<file path="src/common/sac_pkg.sv">
package sac_pkg;

  // converter geometry
  localparam int unsigned RES_W     = 10;
  localparam int unsigned DIV_W     = 5;
  localparam int unsigned BIT_IDX_W = 4;
  localparam int unsigned TRK_W     = 2;

  // register addresses on the special-function register bus
  localparam logic [7:0] ADDR_CFG      = 8'h97;
  localparam logic [7:0] ADDR_RES_HI   = 8'hA1;
  localparam logic [7:0] ADDR_RES_LO   = 8'hA2;
  localparam logic [7:0] ADDR_GT_HI    = 8'hA3;
  localparam logic [7:0] ADDR_GT_LO    = 8'hA4;
  localparam logic [7:0] ADDR_LT_HI    = 8'hA5;
  localparam logic [7:0] ADDR_LT_LO    = 8'hA6;
  localparam logic [7:0] ADDR_STATUS   = 8'hA7;

  // configuration register layout
  localparam logic [7:0] CFG_RESET     = 8'hF8;
  localparam int unsigned CFG_DIV_HI   = 7;
  localparam int unsigned CFG_DIV_LO   = 3;
  localparam int unsigned CFG_EIGHT    = 2;
  localparam int unsigned CFG_TRACK    = 1;
  localparam int unsigned CFG_GAIN     = 0;

  // status register layout
  localparam int unsigned STS_WIN      = 0;
  localparam int unsigned STS_BUSY     = 1;

  // limit and result reset values
  localparam logic [RES_W-1:0] GT_RESET  = 10'h3FF;
  localparam logic [RES_W-1:0] LT_RESET  = 10'h000;
  localparam logic [RES_W-1:0] RES_RESET = 10'h000;

  // high byte holds result / limit bits 9:8
  localparam int unsigned HI_BITS      = 2;

  // conversion sequencing
  localparam logic [TRK_W-1:0]     TRACK_DELAY = 2'h3;
  localparam logic [BIT_IDX_W-1:0] MSB_IDX     = 4'h9;
  localparam logic [BIT_IDX_W-1:0] LSB_IDX_10  = 4'h0;
  localparam logic [BIT_IDX_W-1:0] LSB_IDX_8   = 4'h2;

  typedef enum logic [2:0] {
    SAC_IDLE  = 3'b001,
    SAC_TRACK = 3'b010,
    SAC_CONV  = 3'b100
  } sac_state_t;

endpackage : sac_pkg

</file>
<file path="src/common/sac_div_if.sv">
`timescale 1ns/1ps
`default_nettype none
interface sac_div_if;
  logic [sac_pkg::DIV_W-1:0] div;
  logic                      src_tick;
  logic                      run;
  logic                      sar_tick;

  modport ctrl (output div, output src_tick, output run, input sar_tick);
  modport divider (input div, input src_tick, input run, output sar_tick);
endinterface // sac_div_if
`default_nettype wire

</file>
<file path="src/core/sac_clkdiv.sv">
`timescale 1ns/1ps
`default_nettype none
module sac_clkdiv (
  input  wire logic       clk_i,
  input  wire logic       rst_n_i,
  input  wire logic       ce_i,
  sac_div_if.divider      dif
);

  logic [sac_pkg::DIV_W-1:0] cnt_q;
  logic [sac_pkg::DIV_W-1:0] cnt_d;
  logic                      tick_q;
  logic                      tick_d;

  always_comb begin
    cnt_d  = cnt_q;
    tick_d = 1'b0;
    if (!dif.run) begin
      // held in reset between conversions so each period starts aligned
      cnt_d = '0;
    end else if (dif.src_tick) begin
      if (cnt_q >= dif.div) begin
        cnt_d  = '0;
        tick_d = 1'b1;
      end else begin
        cnt_d = cnt_q + 1'b1;
      end
    end
  end

  always_ff @(posedge clk_i or negedge rst_n_i) begin
    if (!rst_n_i) begin
      cnt_q  <= '0;
      tick_q <= 1'b0;
    end else if (ce_i) begin
      cnt_q  <= cnt_d;
      tick_q <= tick_d;
    end
  end

  assign dif.sar_tick = tick_q;

endmodule // sac_clkdiv
`default_nettype wire

</file>
<file path="src/core/sac_top.sv">
// Function
// - conversion clock is source clock divided by divider field plus one.
// - source is system clock, or low-power oscillator when burst mode is on.
// - config bit two set gives eight-bit conversion, clear gives ten-bit.
// - normal track mode starts converting right after start signal.
// - delayed track mode waits three conversion clocks, tracking meanwhile.
// - result is a ten-bit unsigned code from zero to full scale.
// - inside window flags when greater limit < result < less limit.
// - outside window flags when result below lower or above upper bound.
// - configuration resets with divider all ones, other bits clear.
`timescale 1ns/1ps
`default_nettype none
module sac_top (
  input  wire logic       SYS_CLK_I,
  input  wire logic       RESET_N_I,
  input  wire logic       CE_I,
  input  wire logic [7:0] SFR_ADDR_I,
  input  wire logic [7:0] SFR_WDATA_I,
  input  wire logic       SFR_WR_I,
  input  wire logic       SFR_RD_I,
  output logic      [7:0] SFR_RDATA_O,
  input  wire logic       CONV_ENABLE_I,
  input  wire logic       START_CONV_I,
  input  wire logic       BURST_MODE_ENABLE_I,
  input  wire logic       LP_OSC_TICK_I,
  input  wire logic       COMPARE_I,
  output logic      [9:0] DAC_CODE_O,
  output logic            TRACKING_O,
  output logic            BUSY_O,
  output logic            CONV_DONE_O,
  output logic      [9:0] RESULT_O,
  output logic            WINDOW_COMPARE_FLAG_O,
  output logic            EIGHT_BIT_SELECT_O,
  output logic            PGA_GAIN_SELECT_O
);

  localparam int unsigned RW = sac_pkg::RES_W;

  function automatic logic hit(input logic [7:0] a, input logic [7:0] off);
    hit = (a == off);
  endfunction

  // register group
  logic [7:0]    cfg_q;
  logic [7:0]    cfg_d;
  logic [RW-1:0] gt_q;
  logic [RW-1:0] gt_d;
  logic [RW-1:0] lt_q;
  logic [RW-1:0] lt_d;
  logic          win_q;
  logic          win_d;
  logic [7:0]    rdata_q;
  logic [7:0]    rdata_d;

  // converter group
  sac_pkg::sac_state_t           state_q;
  sac_pkg::sac_state_t           state_d;
  logic [sac_pkg::TRK_W-1:0]     trk_q;
  logic [sac_pkg::TRK_W-1:0]     trk_d;
  logic [sac_pkg::BIT_IDX_W-1:0] idx_q;
  logic [sac_pkg::BIT_IDX_W-1:0] idx_d;
  logic [RW-1:0]                 code_q;
  logic [RW-1:0]                 code_d;
  logic [RW-1:0]                 res_q;
  logic [RW-1:0]                 res_d;
  logic                          done_q;
  logic                          done_d;

  logic                          sar_tick;
  logic                          in_window;
  logic                          eight_bit;
  logic [sac_pkg::BIT_IDX_W-1:0] lsb_idx;
  logic [RW-1:0]                 trial_bit;
  logic [RW-1:0]                 low_bit;

  sac_div_if dif ();

  assign dif.div = cfg_q[sac_pkg::CFG_DIV_HI:sac_pkg::CFG_DIV_LO];
  assign dif.src_tick = BURST_MODE_ENABLE_I ? LP_OSC_TICK_I : 1'b1;
  assign dif.run      = (state_q != sac_pkg::SAC_IDLE);
  assign sar_tick     = dif.sar_tick;

  sac_clkdiv u_div (
    .clk_i   (SYS_CLK_I),
    .rst_n_i (RESET_N_I),
    .ce_i    (CE_I),
    .dif     (dif)
  );

  // eight-bit mode stops two bits early
  assign eight_bit = cfg_q[sac_pkg::CFG_EIGHT];
  assign lsb_idx   = eight_bit ? sac_pkg::LSB_IDX_8 : sac_pkg::LSB_IDX_10;

  // one-hot weight of the bit under trial and of the next lower bit
  assign trial_bit = RW'(1) << idx_q;
  assign low_bit   = trial_bit >> 1;

  // inside window when limits are ordered
  // outside window when limits are swapped
  always_comb begin
    if (gt_q < lt_q) begin
      in_window = (res_d > gt_q) && (res_d < lt_q);
    end else begin
      in_window = (res_d < lt_q) || (res_d > gt_q);
    end
  end

  // converter next state
  always_comb begin
    state_d = state_q;
    trk_d   = trk_q;
    idx_d   = idx_q;
    code_d  = code_q;
    res_d   = res_q;
    done_d  = 1'b0;
    unique case (state_q)
      sac_pkg::SAC_IDLE: begin
        // starts while disabled or busy are dropped
        if (CONV_ENABLE_I && START_CONV_I) begin
          trk_d  = '0;
          idx_d  = sac_pkg::MSB_IDX;
          code_d = RW'(1) << sac_pkg::MSB_IDX;
          if (cfg_q[sac_pkg::CFG_TRACK]) begin
            state_d = sac_pkg::SAC_TRACK;
            code_d  = '0;
          end else begin
            state_d = sac_pkg::SAC_CONV;
          end
        end
      end
      sac_pkg::SAC_TRACK: begin
        if (sar_tick) begin
          if (trk_q == sac_pkg::TRACK_DELAY - 1'b1) begin
            state_d = sac_pkg::SAC_CONV;
            code_d  = RW'(1) << sac_pkg::MSB_IDX;
          end else begin
            trk_d = trk_q + 1'b1;
          end
        end
      end
      sac_pkg::SAC_CONV: begin
        if (sar_tick) begin
          code_d = COMPARE_I ? code_q : (code_q & ~trial_bit);
          if (idx_q == lsb_idx) begin
            state_d = sac_pkg::SAC_IDLE;
            res_d   = code_d;
            done_d  = 1'b1;
            code_d  = '0;
          end else begin
            code_d = code_d | low_bit;
            idx_d  = idx_q - 1'b1;
          end
        end
      end
      default: begin
        state_d = sac_pkg::SAC_IDLE;
        code_d  = '0;
      end
    endcase
  end

  always_ff @(posedge SYS_CLK_I or negedge RESET_N_I) begin
    if (!RESET_N_I) begin
      state_q <= sac_pkg::SAC_IDLE;
      trk_q   <= '0;
      idx_q   <= '0;
      code_q  <= '0;
      res_q   <= sac_pkg::RES_RESET;
      done_q  <= 1'b0;
    end else if (CE_I) begin
      state_q <= state_d;
      trk_q   <= trk_d;
      idx_q   <= idx_d;
      code_q  <= code_d;
      res_q   <= res_d;
      done_q  <= done_d;
    end
  end

  // register next state
  always_comb begin
    cfg_d   = cfg_q;
    gt_d    = gt_q;
    lt_d    = lt_q;
    win_d   = win_q;
    rdata_d = rdata_q;
    if (SFR_WR_I) begin
      if (hit(SFR_ADDR_I, sac_pkg::ADDR_CFG)) begin
        cfg_d = SFR_WDATA_I;
      end
      if (hit(SFR_ADDR_I, sac_pkg::ADDR_GT_HI)) begin
        gt_d[RW-1:8] = SFR_WDATA_I[sac_pkg::HI_BITS-1:0];
      end
      if (hit(SFR_ADDR_I, sac_pkg::ADDR_GT_LO)) begin
        gt_d[7:0] = SFR_WDATA_I;
      end
      if (hit(SFR_ADDR_I, sac_pkg::ADDR_LT_HI)) begin
        lt_d[RW-1:8] = SFR_WDATA_I[sac_pkg::HI_BITS-1:0];
      end
      if (hit(SFR_ADDR_I, sac_pkg::ADDR_LT_LO)) begin
        lt_d[7:0] = SFR_WDATA_I;
      end
      if (hit(SFR_ADDR_I, sac_pkg::ADDR_STATUS) &&
          !SFR_WDATA_I[sac_pkg::STS_WIN]) begin
        win_d = 1'b0;
      end
    end
    if (done_d && in_window) begin
      win_d = 1'b1;
    end
    if (SFR_RD_I) begin
      rdata_d = 8'h00;
      unique case (1'b1)
        hit(SFR_ADDR_I, sac_pkg::ADDR_CFG):    rdata_d = cfg_q;
        hit(SFR_ADDR_I, sac_pkg::ADDR_RES_HI):
          rdata_d[sac_pkg::HI_BITS-1:0] = res_q[RW-1:8];
        hit(SFR_ADDR_I, sac_pkg::ADDR_RES_LO): rdata_d = res_q[7:0];
        hit(SFR_ADDR_I, sac_pkg::ADDR_GT_HI):
          rdata_d[sac_pkg::HI_BITS-1:0] = gt_q[RW-1:8];
        hit(SFR_ADDR_I, sac_pkg::ADDR_GT_LO):  rdata_d = gt_q[7:0];
        hit(SFR_ADDR_I, sac_pkg::ADDR_LT_HI):
          rdata_d[sac_pkg::HI_BITS-1:0] = lt_q[RW-1:8];
        hit(SFR_ADDR_I, sac_pkg::ADDR_LT_LO):  rdata_d = lt_q[7:0];
        hit(SFR_ADDR_I, sac_pkg::ADDR_STATUS): begin
          rdata_d[sac_pkg::STS_WIN]  = win_q;
          rdata_d[sac_pkg::STS_BUSY] = (state_q != sac_pkg::SAC_IDLE);
        end
        // unmapped addresses read as zero
        default: rdata_d = 8'h00;
      endcase
    end
  end

  always_ff @(posedge SYS_CLK_I or negedge RESET_N_I) begin
    if (!RESET_N_I) begin
      cfg_q   <= sac_pkg::CFG_RESET;
      gt_q    <= sac_pkg::GT_RESET;
      lt_q    <= sac_pkg::LT_RESET;
      win_q   <= 1'b0;
      rdata_q <= 8'h00;
    end else if (CE_I) begin
      cfg_q   <= cfg_d;
      gt_q    <= gt_d;
      lt_q    <= lt_d;
      win_q   <= win_d;
      rdata_q <= rdata_d;
    end
  end

  assign SFR_RDATA_O           = rdata_q;
  assign DAC_CODE_O            = code_q;
  assign TRACKING_O            = (state_q != sac_pkg::SAC_CONV);
  assign BUSY_O                = (state_q != sac_pkg::SAC_IDLE);
  assign CONV_DONE_O           = done_q;
  assign RESULT_O              = res_q;
  assign WINDOW_COMPARE_FLAG_O = win_q;
  assign EIGHT_BIT_SELECT_O    = eight_bit;
  assign PGA_GAIN_SELECT_O     = cfg_q[sac_pkg::CFG_GAIN];

endmodule // sac_top
`default_nettype wire

</file>
<file path="config.mk">
export PLATFORM = sky130hd
export DESIGN_NAME = sac_top
export DESIGN_NICKNAME = d
export VERILOG_FILES = /design/src/common/sac_pkg.sv /design/src/common/sac_div_if.sv /design/src/core/sac_clkdiv.sv /design/src/core/sac_top.sv
export SDC_FILE = /design/constraint.sdc
export NUM_CORES = 1
export LEC_CHECK = 0
export CAP_MARGIN = 20
export CORE_UTILIZATION = 64
export CTS_CLUSTER_SIZE = 12
export DETAILED_ROUTE_END_ITERATION = 12
export DONT_BUFFER_PORTS = 1
export PLACE_DENSITY_LB_ADDON = 0.1
export SLEW_MARGIN = 20
export SYNTH_ARGS = -nofsm -noshare
export SYNTH_HDL_FRONTEND = slang
export SYNTH_SLANG_ARGS = --single-unit
</file>
<file path="constraint.sdc">
create_clock -name SYS_CLK_I -period 3.4 [get_ports SYS_CLK_I]
set_clock_uncertainty 0.05 [all_clocks]
set_input_delay 0.17 -clock SYS_CLK_I [delete_from_list [all_inputs] [get_ports SYS_CLK_I]]
set_output_delay 0.17 -clock SYS_CLK_I [all_outputs]
set_load 0.005 [all_outputs]
</file>
**Word-level counts from Yosys, hierarchy flattened**

Cells that the tools add are included.
Widths: inputs -> output; s select.

- Flip-flop bits (word level): 73
- Input port bits: 26
- Output and inout port bits: 34
- Word-level logic and storage cells: 114

- $add $sub $neg: 3
- Order comparisons: 4
- Equality and inequality tests: 23
- Shifts and indexed selects: 1
- Muxes and demuxes: 43
- Bitwise logic cells: 3
- Reductions and logical operators: 22

Operator list:

| kind | count |
|---|---|
| $mux 10 | 10 |
| $eq 8x8->1 const B | 8 |
| $pmux 10 s3 | 1 |
| $pmux 6 s4 | 1 |
| $lt 10x10->1 | 2 |
| $mux 3 | 6 |
| $reduce_and 3->1 | 6 |
| $pmux 2 s8 | 1 |
| $mux 5 | 3 |
| $reduce_and 5->1 | 3 |
| $mux 4 | 3 |
| $ne 2x2->1 const B | 6 |
| $mux 1 | 11 |
| $and 10x10->10 | 1 |
| $gt 10x10->1 | 1 |
| $not 10->10 | 1 |
| $or 10x9->10 | 1 |
| $shl 1x4->10 const A | 1 |
| $pmux 3 s3 | 1 |
| $mux 2 | 4 |
| $pmux 4 s2 | 1 |
| $reduce_bool 2->1 | 4 |
| $reduce_and 6->1 | 1 |
| $add 5x1->5 const B | 1 |
| other kinds (16) | 21 |

**Logic depth before layout (Yosys ltp)**

Gate-level depths: netlist of the first run.

- Word-level depth: 13
- Gate-level depth with buffers: 13
- Mapped depth without buffers: 12

**Cells and area by module**

From an unflattened synthesis of the first run, not the netlist that was laid out.

- Cell total of the unflattened synthesis: 486
- Area, all modules: 4650.7 µm²

Modules (own cells, without submodules):

| module | instances | cells an instance | area an instance (µm²) | seq. area each (µm²) |
|---|---|---|---|---|
| sac_top | 1 | 434 | 4166.5 | 1696.6 |
| sac_clkdiv | 1 | 52 | 484.2 | 150.1 |

**Worst setup path after synthesis of the first run**

Ideal clock, no wire load.

- Kind: reg2reg
- Start: reg state_q[0]
- End: reg win_q, in the netlist WINDOW_COMPARE_FLAG_O
- Library setup time: 0.118 ns
- Arrival: 2.649 ns
- Required time: 3.232 ns
- Slack: 0.583 ns
- Stages on the path, launching flop included: 14
- Buffers on the path: 2
- Period minus slack after synthesis: 2.817 ns
- Cell sequence: dfstp_2 buf_6 and4bb_2 nand3_4 clkbuf_1 nand2_1 o21ai_0 ha_1 a21o_1 a21oi_1 nor2b_1 o41ai_1 o22ai_1 a21o_1

- Word-level cells in the longest chain between the ends: 8
- Elaborated cells on any way between the ends: 13
- Classes of those cells: order compare (2); eq/ne (1); mux (4); reduce/logical (6)

RTL lines:

| element | line | RTL |
|---|---|---|
| start: declaration | sac_top.sv:56 | `sac_pkg::sac_state_t state_q;` |
| start signal: assignment | sac_top.sv:164 | `state_q <= sac_pkg::SAC_IDLE;` |
| start signal: assignment | sac_top.sv:171 | `state_q <= state_d;` |
| $eq 3x3->1 (*) | sac_top.sv:116 | `unique case (state_q)` |
| $mux 10 (*) | sac_top.sv:116 |  |
| named net res_d[7] | sac_top.sv:65 | `logic [RW-1:0] res_d;` |
| $lt 10x10->1 / $gt 10x10->1 (equally long branches) | sac_top.sv:102, sac_top.sv:104 |  |
| $logic_or 1x1->1 / $logic_and 1x1->1 (equally long branches) | sac_top.sv:104, sac_top.sv:102 |  |
| $mux 1 (*) | sac_top.sv:101 | `if (gt_q < lt_q) begin` |
| $logic_and 1x1->1 (*) | sac_top.sv:208 | `if (done_d && in_window) begin` |
| $reduce_bool 2->1 (no source line) | - |  |
| $reduce_and 3->1 (no source line) | - |  |
| end signal: assignment | sac_top.sv:245 | `win_q <= win_d;` |
| end: declaration | sac_top.sv:50 | `logic win_q;` |

The timed path passes the listed nets; every way through them passes the cells marked *.
A chain may end at the register's enable or synchronous reset.

**Final worst setup path of the first run**

- Start: reg state_q[1]
- End: reg win_q, in the netlist WINDOW_COMPARE_FLAG_O

Same word-level chain as after synthesis.

==> results of run 1 <==
[critical path, cell delays in order (launching register included)]
cell       delay (ns)
dfrtp_1          0.52
and4bb_2         0.43
nand3_4          0.19
mux2_2           0.35
ha_1             0.32
a21oi_1          0.18
a21boi_0         0.14
a2111oi_2        0.35
o2111ai_1        0.20
o22ai_1          0.17
a21o_1           0.11
[per-layer routing]
metal / vias up / share of wire (%) / GRT usage [%]
li1: 1796 / - / -
met1: 1875 / 45 / 42.1
met3: 15 / 5.7 / 8.20
met5: - / 0 / 0
met2: 123 / 48 / 50.4
met4: 0 / 1.7 / 8.05
[cell usage in the layout (no fill, tap or decap), drive strengths merged, types with 15 or more instances in the layout]
cell / n
ha: 40
dfrtp: 57
nand2: 51
dfstp: 16
a21oi: 29
o21ai: 54
mux2: 29
a22oi: 15
inv: 42
nor2: 19
[final timing paths]
path | depth (start not counted) | start | to | slack, ns
setup / recovery | 10 | state_q[1] | WINDOW_COMPARE_FLAG_O | 0.33
hold / removal | 3 | BURST_MODE_ENABLE_I | u_div.dif.sar_tick | 0.07
setup reg to reg | 10 | state_q[1] | WINDOW_COMPARE_FLAG_O | 0.33
hold reg to reg | 2 | SFR_RDATA_O[0] | SFR_RDATA_O[0] | 0.46
max in group asynchronous | 2 | RESET_N_I | state_q[0] | 2.63
min in group asynchronous | 2 | RESET_N_I | lt_q[3] | 0.32
[stage by stage]
stage | cell area (µm²) | instances | setup slack (ns) | hold slack, ns | total power [mW]
finish | 5110 | 606 | 0.328 | 0.0704 | 2.37
global route | 5110 | 606 | 0.111 | 0.0793 | 2.50
CTS | 5110 | 606 | 0.383 | 0.0701 | 2.37
detailed placement | 4760 | 579 | 0.444 | -0.174 | 1.57
global placement | 4760 | 579 | 0.528 | -0.174 | 1.56
floorplan | 4680 | 491 | 0.583 | -0.176 | 1.46
[state kept, by name, indices dropped and copies added, names as in the netlist]
| signal | flops |
|---|---|
| u_div.cnt_q | 5 |
| DAC_CODE_O | 10 |
| state_q | 3 |
| trk_q | 2 |
| u_div.dif.sar_tick | 1 |
| idx_q | 4 |
| RESULT_O | 10 |
| WINDOW_COMPARE_FLAG_O | 1 |
| SFR_RDATA_O | 8 |
| CONV_DONE_O | 1 |
| cfg_q | 8 |
| gt_q | 10 |
| lt_q | 10 |
[power by group]
part / switching (mW) / internal, mW / total (mW)
clock network: 0.335 / 0.432 / 0.767
registers: 0.127 / 0.946 / 1.07
logic: 0.312 / 0.221 / 0.533
[cell families after synthesis]
family                   after synthesis  share of synthesized area [%]
AO/OA/AOI/OAI                        149                           19.9
XOR/XNOR                               5                          0.935
adder cells (fa/ha/maj)               40                           10.7
buffers and inverters                 57                           5.42
flip-flops                            73                           39.4
multiplexers                          30                           7.27
AND/OR/NAND/NOR                      137                           16.4
[layout make-up]
class / count / area share [%]
Clock inverter: 5 / 1.57
Timing Repair Buffer: 18 / 3.53
Sequential cell: 73 / 36.2
Inverter: 42 / 3.09
Tap cell: 96 / 2.35
Multi-Input combinational cell: 361 / 50.5
Clock buffer: 11 / 2.77
[what timing repair did]
| action | CTS | global route |
|---|---|---|
| endpoints found under the hold margin | 103 | 0 |
| buffers inserted | 0 | 0 |
| hold buffers | 11 | 0 |
==> impl_metrics.tcl, run 1 <==
set metrics [dict create \
    via_per_inst 6.29 \
    async_flop_share_pct 100 \
    synth_ff_type "dfrtp_1" \
    period_share_pct 90.4 \
    powerDensity_nw_per_um2 465 \
    cp.arrival_ns 3.31 \
    grt_pass1_vias 3487 \
    grt_pass1_wl_mm 17.9 \
    slew_headroom_pct 54.5 \
    cts_htree_levels 3 \
    end_kind "flip-flop" \
    crit_type "flip-flop to flip-flop" \
    avgRoutedWirePerCell_um 18.8 \
    worstMarginPinSlew_ns 0.682 \
    rsz0062_at_grt "false" \
    nNetsFinal 571 \
    min_period_ns 3.07 \
    finish.utilization_pct 73.5 \
    ctsResizeCount 0 \
    max_freq_ghz 0.325 \
    clockBufferDepth 2 \
    peakVddDrop_uv 536 \
    crit_fanout 17 \
    drtIter0Drc 210 \
    cts.sinks 73 \
    ant_nets 0 \
    ys_seq_area_share_pct 39.4 \
    die_h_um 87.5 \
    num-fill-cells 527 \
    netlist-cell-type-count 60 \
    cap_violations 0 \
    regArea_um2 1850 \
    row_count 30 \
    yosys.area.top_type "dfrtp_1" \
    diodes 0 \
    synth_edf_count 0 \
    p_leak_nw 2.31 \
    tns_ns 0 \
    io-pin-count 60 \
    die_area_um2 7660 \
    synth_commonest_cells "57 x dfrtp_1, 53 x o21ai_0, 51 x nand2_1, 42 x inv_1, 40 x ha_1" \
    drive_above_1_share_pct 16.7 \
    wl_mm 11.4 \
    syn_area_per_cell_um2 9.54 \
    ys_top_cells_by_area "dfrtp_1 30%, ha_1 11%, dfstp_2 9.0%" \
    cts_root_buf "clkbuf_8" \
    yosysMostFrequentCell "dfrtp_1" \
    setup.worst_path.start_class "flip-flop" \
    antenna_found_initial 0 \
    ys_warn_count 0 \
    cts_tree "done" \
    syn2layout_area_growth_pct 9.09 \
    vias 3809 \
    slew_viol_final 0 \
    synth_area_um2 4680 \
    cp.required_ns 3.64 \
    synth.top_cell.area_share_pct 30.5 \
    clk_pin_slew_ns 0.08 \
    synth_fp_nets 557 \
    chipWidth_um 87.5 \
    numCtsBuffers 9 \
    drtPass1Iterations 5 \
    hold_class "input port to flip-flop" \
    setup_viol 0 \
    hold_violations 0 \
    start_util_pct 67.4 \
    dp_hpwl_mm 8.26 \
    drc 0 \
    overflow 0 \
    gp_congestion 0.929 \
    status "complete, no violations" \
    multi_input_area_um2 2580 \
    synthCells 491 \
    gr-usage-all-layers_pct 31.2 \
    core_um2 6940 \
    grt_max_degree 74 \
    port_buffers 0 \
    synth_seq_cells 73 \
    clk_latency_ns 0.35 \
]
No activity file was read; power rests on OpenSTA's default activity.
==> inputs of run 2 (changes only) <==
Settings changed: SYNTH_HIERARCHICAL set to 1.
==> run 2 against run 1 <==
Core utilization is 0.13 points lower; critical path type unchanged; first-iteration DRC count increased by 7.6%; die area shrank 0.65%.
==> impl_metrics.tcl, run 2 <==
set metrics [dict create \
    status "complete, no violations" \
    cts.sinks 73 \
    crit_type "flip-flop to flip-flop" \
    grt_pass1_vias 3768 \
    ys_top_cells_by_area "dfrtp_1 31%, ha_1 11%, dfstp_2 9.0%" \
    cts_tree "done" \
    synth_ff_type "dfrtp_1" \
    hold_class "input port to flip-flop" \
    slew_headroom_pct 25.5 \
    peakVddDrop_uv 298 \
    synth-compound-area-share_pct 20.0 \
    hp-start "CE_I" \
    die_h_um 87.2 \
    synthSimpleGateAreaFrac_pct 17.3 \
    mostFrequentLayoutCells "71 x nand2_1, 57 x dfrtp_1, 49 x o21ai_0, 40 x ha_1, 37 x inv_1" \
    timing.final.ws_setup_ns 0.295 \
    synth.top_cell.area_share_pct 30.7 \
    hold_end "u_div/cnt_q[0]" \
    pre_cts_ws_ns 0.323 \
    start_util_pct 67.3 \
    hold_violations 0 \
    drive_above_1_share_pct 17.8 \
    via_per_inst 6.30 \
    synth_fp_nets 552 \
    grt_pass1_wl_mm 18.0 \
    synth-xor-area-share_pct 0.188 \
    rr_endpoint "WINDOW_COMPARE_FLAG_O" \
    wl_mm 11.2 \
    crit_fanout 22 \
    yosys.area.top_type "dfrtp_1" \
    yosys-mux-area-fraction_pct 7.51 \
    ys_seq_area_share_pct 39.7 \
    clockBufferDepth 2 \
    drc 0 \
    p_leak_nw 2.24 \
    ff2ff_setup_slack_ns 0.30 \
    nNetsFinal 567 \
    yosysMostFrequentCell "nand2_1" \
    ant_nets 0 \
    synth_edf_count 0 \
    antenna_found_initial 0 \
    slew_viol_final 0 \
    synth_top_family_by_area "compound AO/OA/AOI/OAI gates" \
    grt_max_degree 74 \
    drtIter0Drc 226 \
    synth_fa_ha_area_share_pct 11.0 \
    row_count 30 \
    synthCells 486 \
    timing.rr.start "idx_q[0]" \
    min_path_cells 3 \
    tns_ns 0 \
    cts_root_buf "clkbuf_8" \
    ctsResizeCount 0 \
    cts_htree_levels 3 \
    cp.arrival_ns 3.34 \
    period_share_pct 91.3 \
    cap_violations 0 \
    synth_commonest_cells "71 x nand2_1, 57 x dfrtp_1, 49 x o21ai_0, 40 x ha_1, 37 x inv_1" \
    dp_hpwl_mm 8.41 \
    overflow 0 \
    min_period_ns 3.10 \
    synth_area_um2 4650 \
    io-pin-count 60 \
    worstMarginPinSlew_ns 1.11 \
    layout.cells.most_common "nand2_1" \
    netlist-cell-type-count 64 \
    num-fill-cells 529 \
    cp.required_ns 3.63 \
    fin_hold_ws_ns 0.0153 \
    finish.utilization_pct 73.4 \
    async_flop_share_pct 100 \
    holdBufCountCts 11 \
    avgRoutedWirePerCell_um 18.6 \
    setup_viol 0 \
    port_buffers 0 \
    end_kind "flip-flop" \
    drtPass1Iterations 5 \
    rsz0062_at_grt "false" \
    cts_setup_buffers 0 \
    chipWidth_um 87.2 \
    die_area_um2 7610 \
    powerDensity_nw_per_um2 433 \
    ys_warn_count 6 \
    syn_area_per_cell_um2 9.57 \
    synth_seq_cells 73 \
    worstRegToRegCells 11 \
    core_um2 6910 \
    syn2layout_area_growth_pct 9.04 \
    setup.worst_path.start_class "flip-flop" \
    vias 3793 \
    clk_latency_ns 0.36 \
    gr-usage-all-layers_pct 31.2 \
    numCtsBuffers 9 \
    clk_pin_slew_ns 0.08 \
    diodes 0 \
    max_freq_ghz 0.322 \
    gp_congestion 0.938 \
]
-- run 2: routing by layer --
| metal | share of wire, % | up-vias | wire length, µm | GRT usage [%] |
|---|---|---|---|---|
| li1 | - | 1798 | - | - |
| met1 | 44 | 1837 | 4900 | 40.9 |
| met4 | 1.7 | 0 | 189 | 11.2 |
| met5 | 0 | - | 0 | 0 |
| met2 | 49 | 139 | 5490 | 52.7 |
| met3 | 5.7 | 19 | 635 | 4.55 |
-- run 2: layout make-up --
| cell class | count | area, µm² | area share [%] |
|---|---|---|---|
| Clock buffer | 11 | 151 | 2.99 |
| Clock inverter | 5 | 30.0 | 0.592 |
| Tap cell | 96 | 120 | 2.37 |
| Inverter | 37 | 139 | 2.74 |
| Sequential cell | 73 | 1850 | 36.4 |
| Multi-Input combinational cell | 362 | 2600 | 51.3 |
| Timing Repair Buffer | 18 | 180 | 3.55 |
-- run 2: logic make-up (layout without fill, tap and decap cells) --
kind of cell / after synthesis / count (layout)
AND/OR/NAND/NOR: 149 / 149
AO/OA/AOI/OAI: 141 / 141
flip-flops: 73 / 73
buffers and inverters: 51 / 71
adder cells (fa/ha/maj): 41 / 41
multiplexers: 30 / 30
XOR/XNOR: 1 / 1
-- run 2: how the worst max path moves through the flow --
stage,start,endpoint,slack (ns),cells past startpoint
finish,idx_q[0],WINDOW_COMPARE_FLAG_O,0.30,11
global placement,idx_q[1],WINDOW_COMPARE_FLAG_O,0.37,12
global route,idx_q[1],WINDOW_COMPARE_FLAG_O,0.009,12
detailed placement,idx_q[0],WINDOW_COMPARE_FLAG_O,0.32,11
CTS,idx_q[1],WINDOW_COMPARE_FLAG_O,0.30,12
floorplan,idx_q[0],WINDOW_COMPARE_FLAG_O,0.57,11
-- run 2: critical path, cell delays in order (launching register included) --
cell and delay (ns):
dfrtp_1 0.45, nor3_1 0.40, nand4_1 0.15, buf_4 0.22, o21ai_0 0.27, ha_1 0.30, a21oi_1 0.20, nor2_1 0.07
o41ai_1 0.33, o311ai_1 0.16, maj3_1 0.34, o21ai_1 0.11
-- run 2: through the flow --
stage,total power [mW],instance area (µm²),std cells
2_1_floorplan,1.40,4650,486
3_3_place_gp,1.52,4760,575
3_5_place_dp,1.54,4760,575
4_1_cts,2.20,5070,602
5_1_grt,2.31,5070,602
6_report,2.19,5070,602
-- run 2: power by group --
| part | total (mW) | switching, mW | internal, mW |
|---|---|---|---|
| clock | 0.634 | 0.333 | 0.301 |
| combinational | 0.544 | 0.327 | 0.217 |
| sequential | 1.02 | 0.0818 | 0.935 |
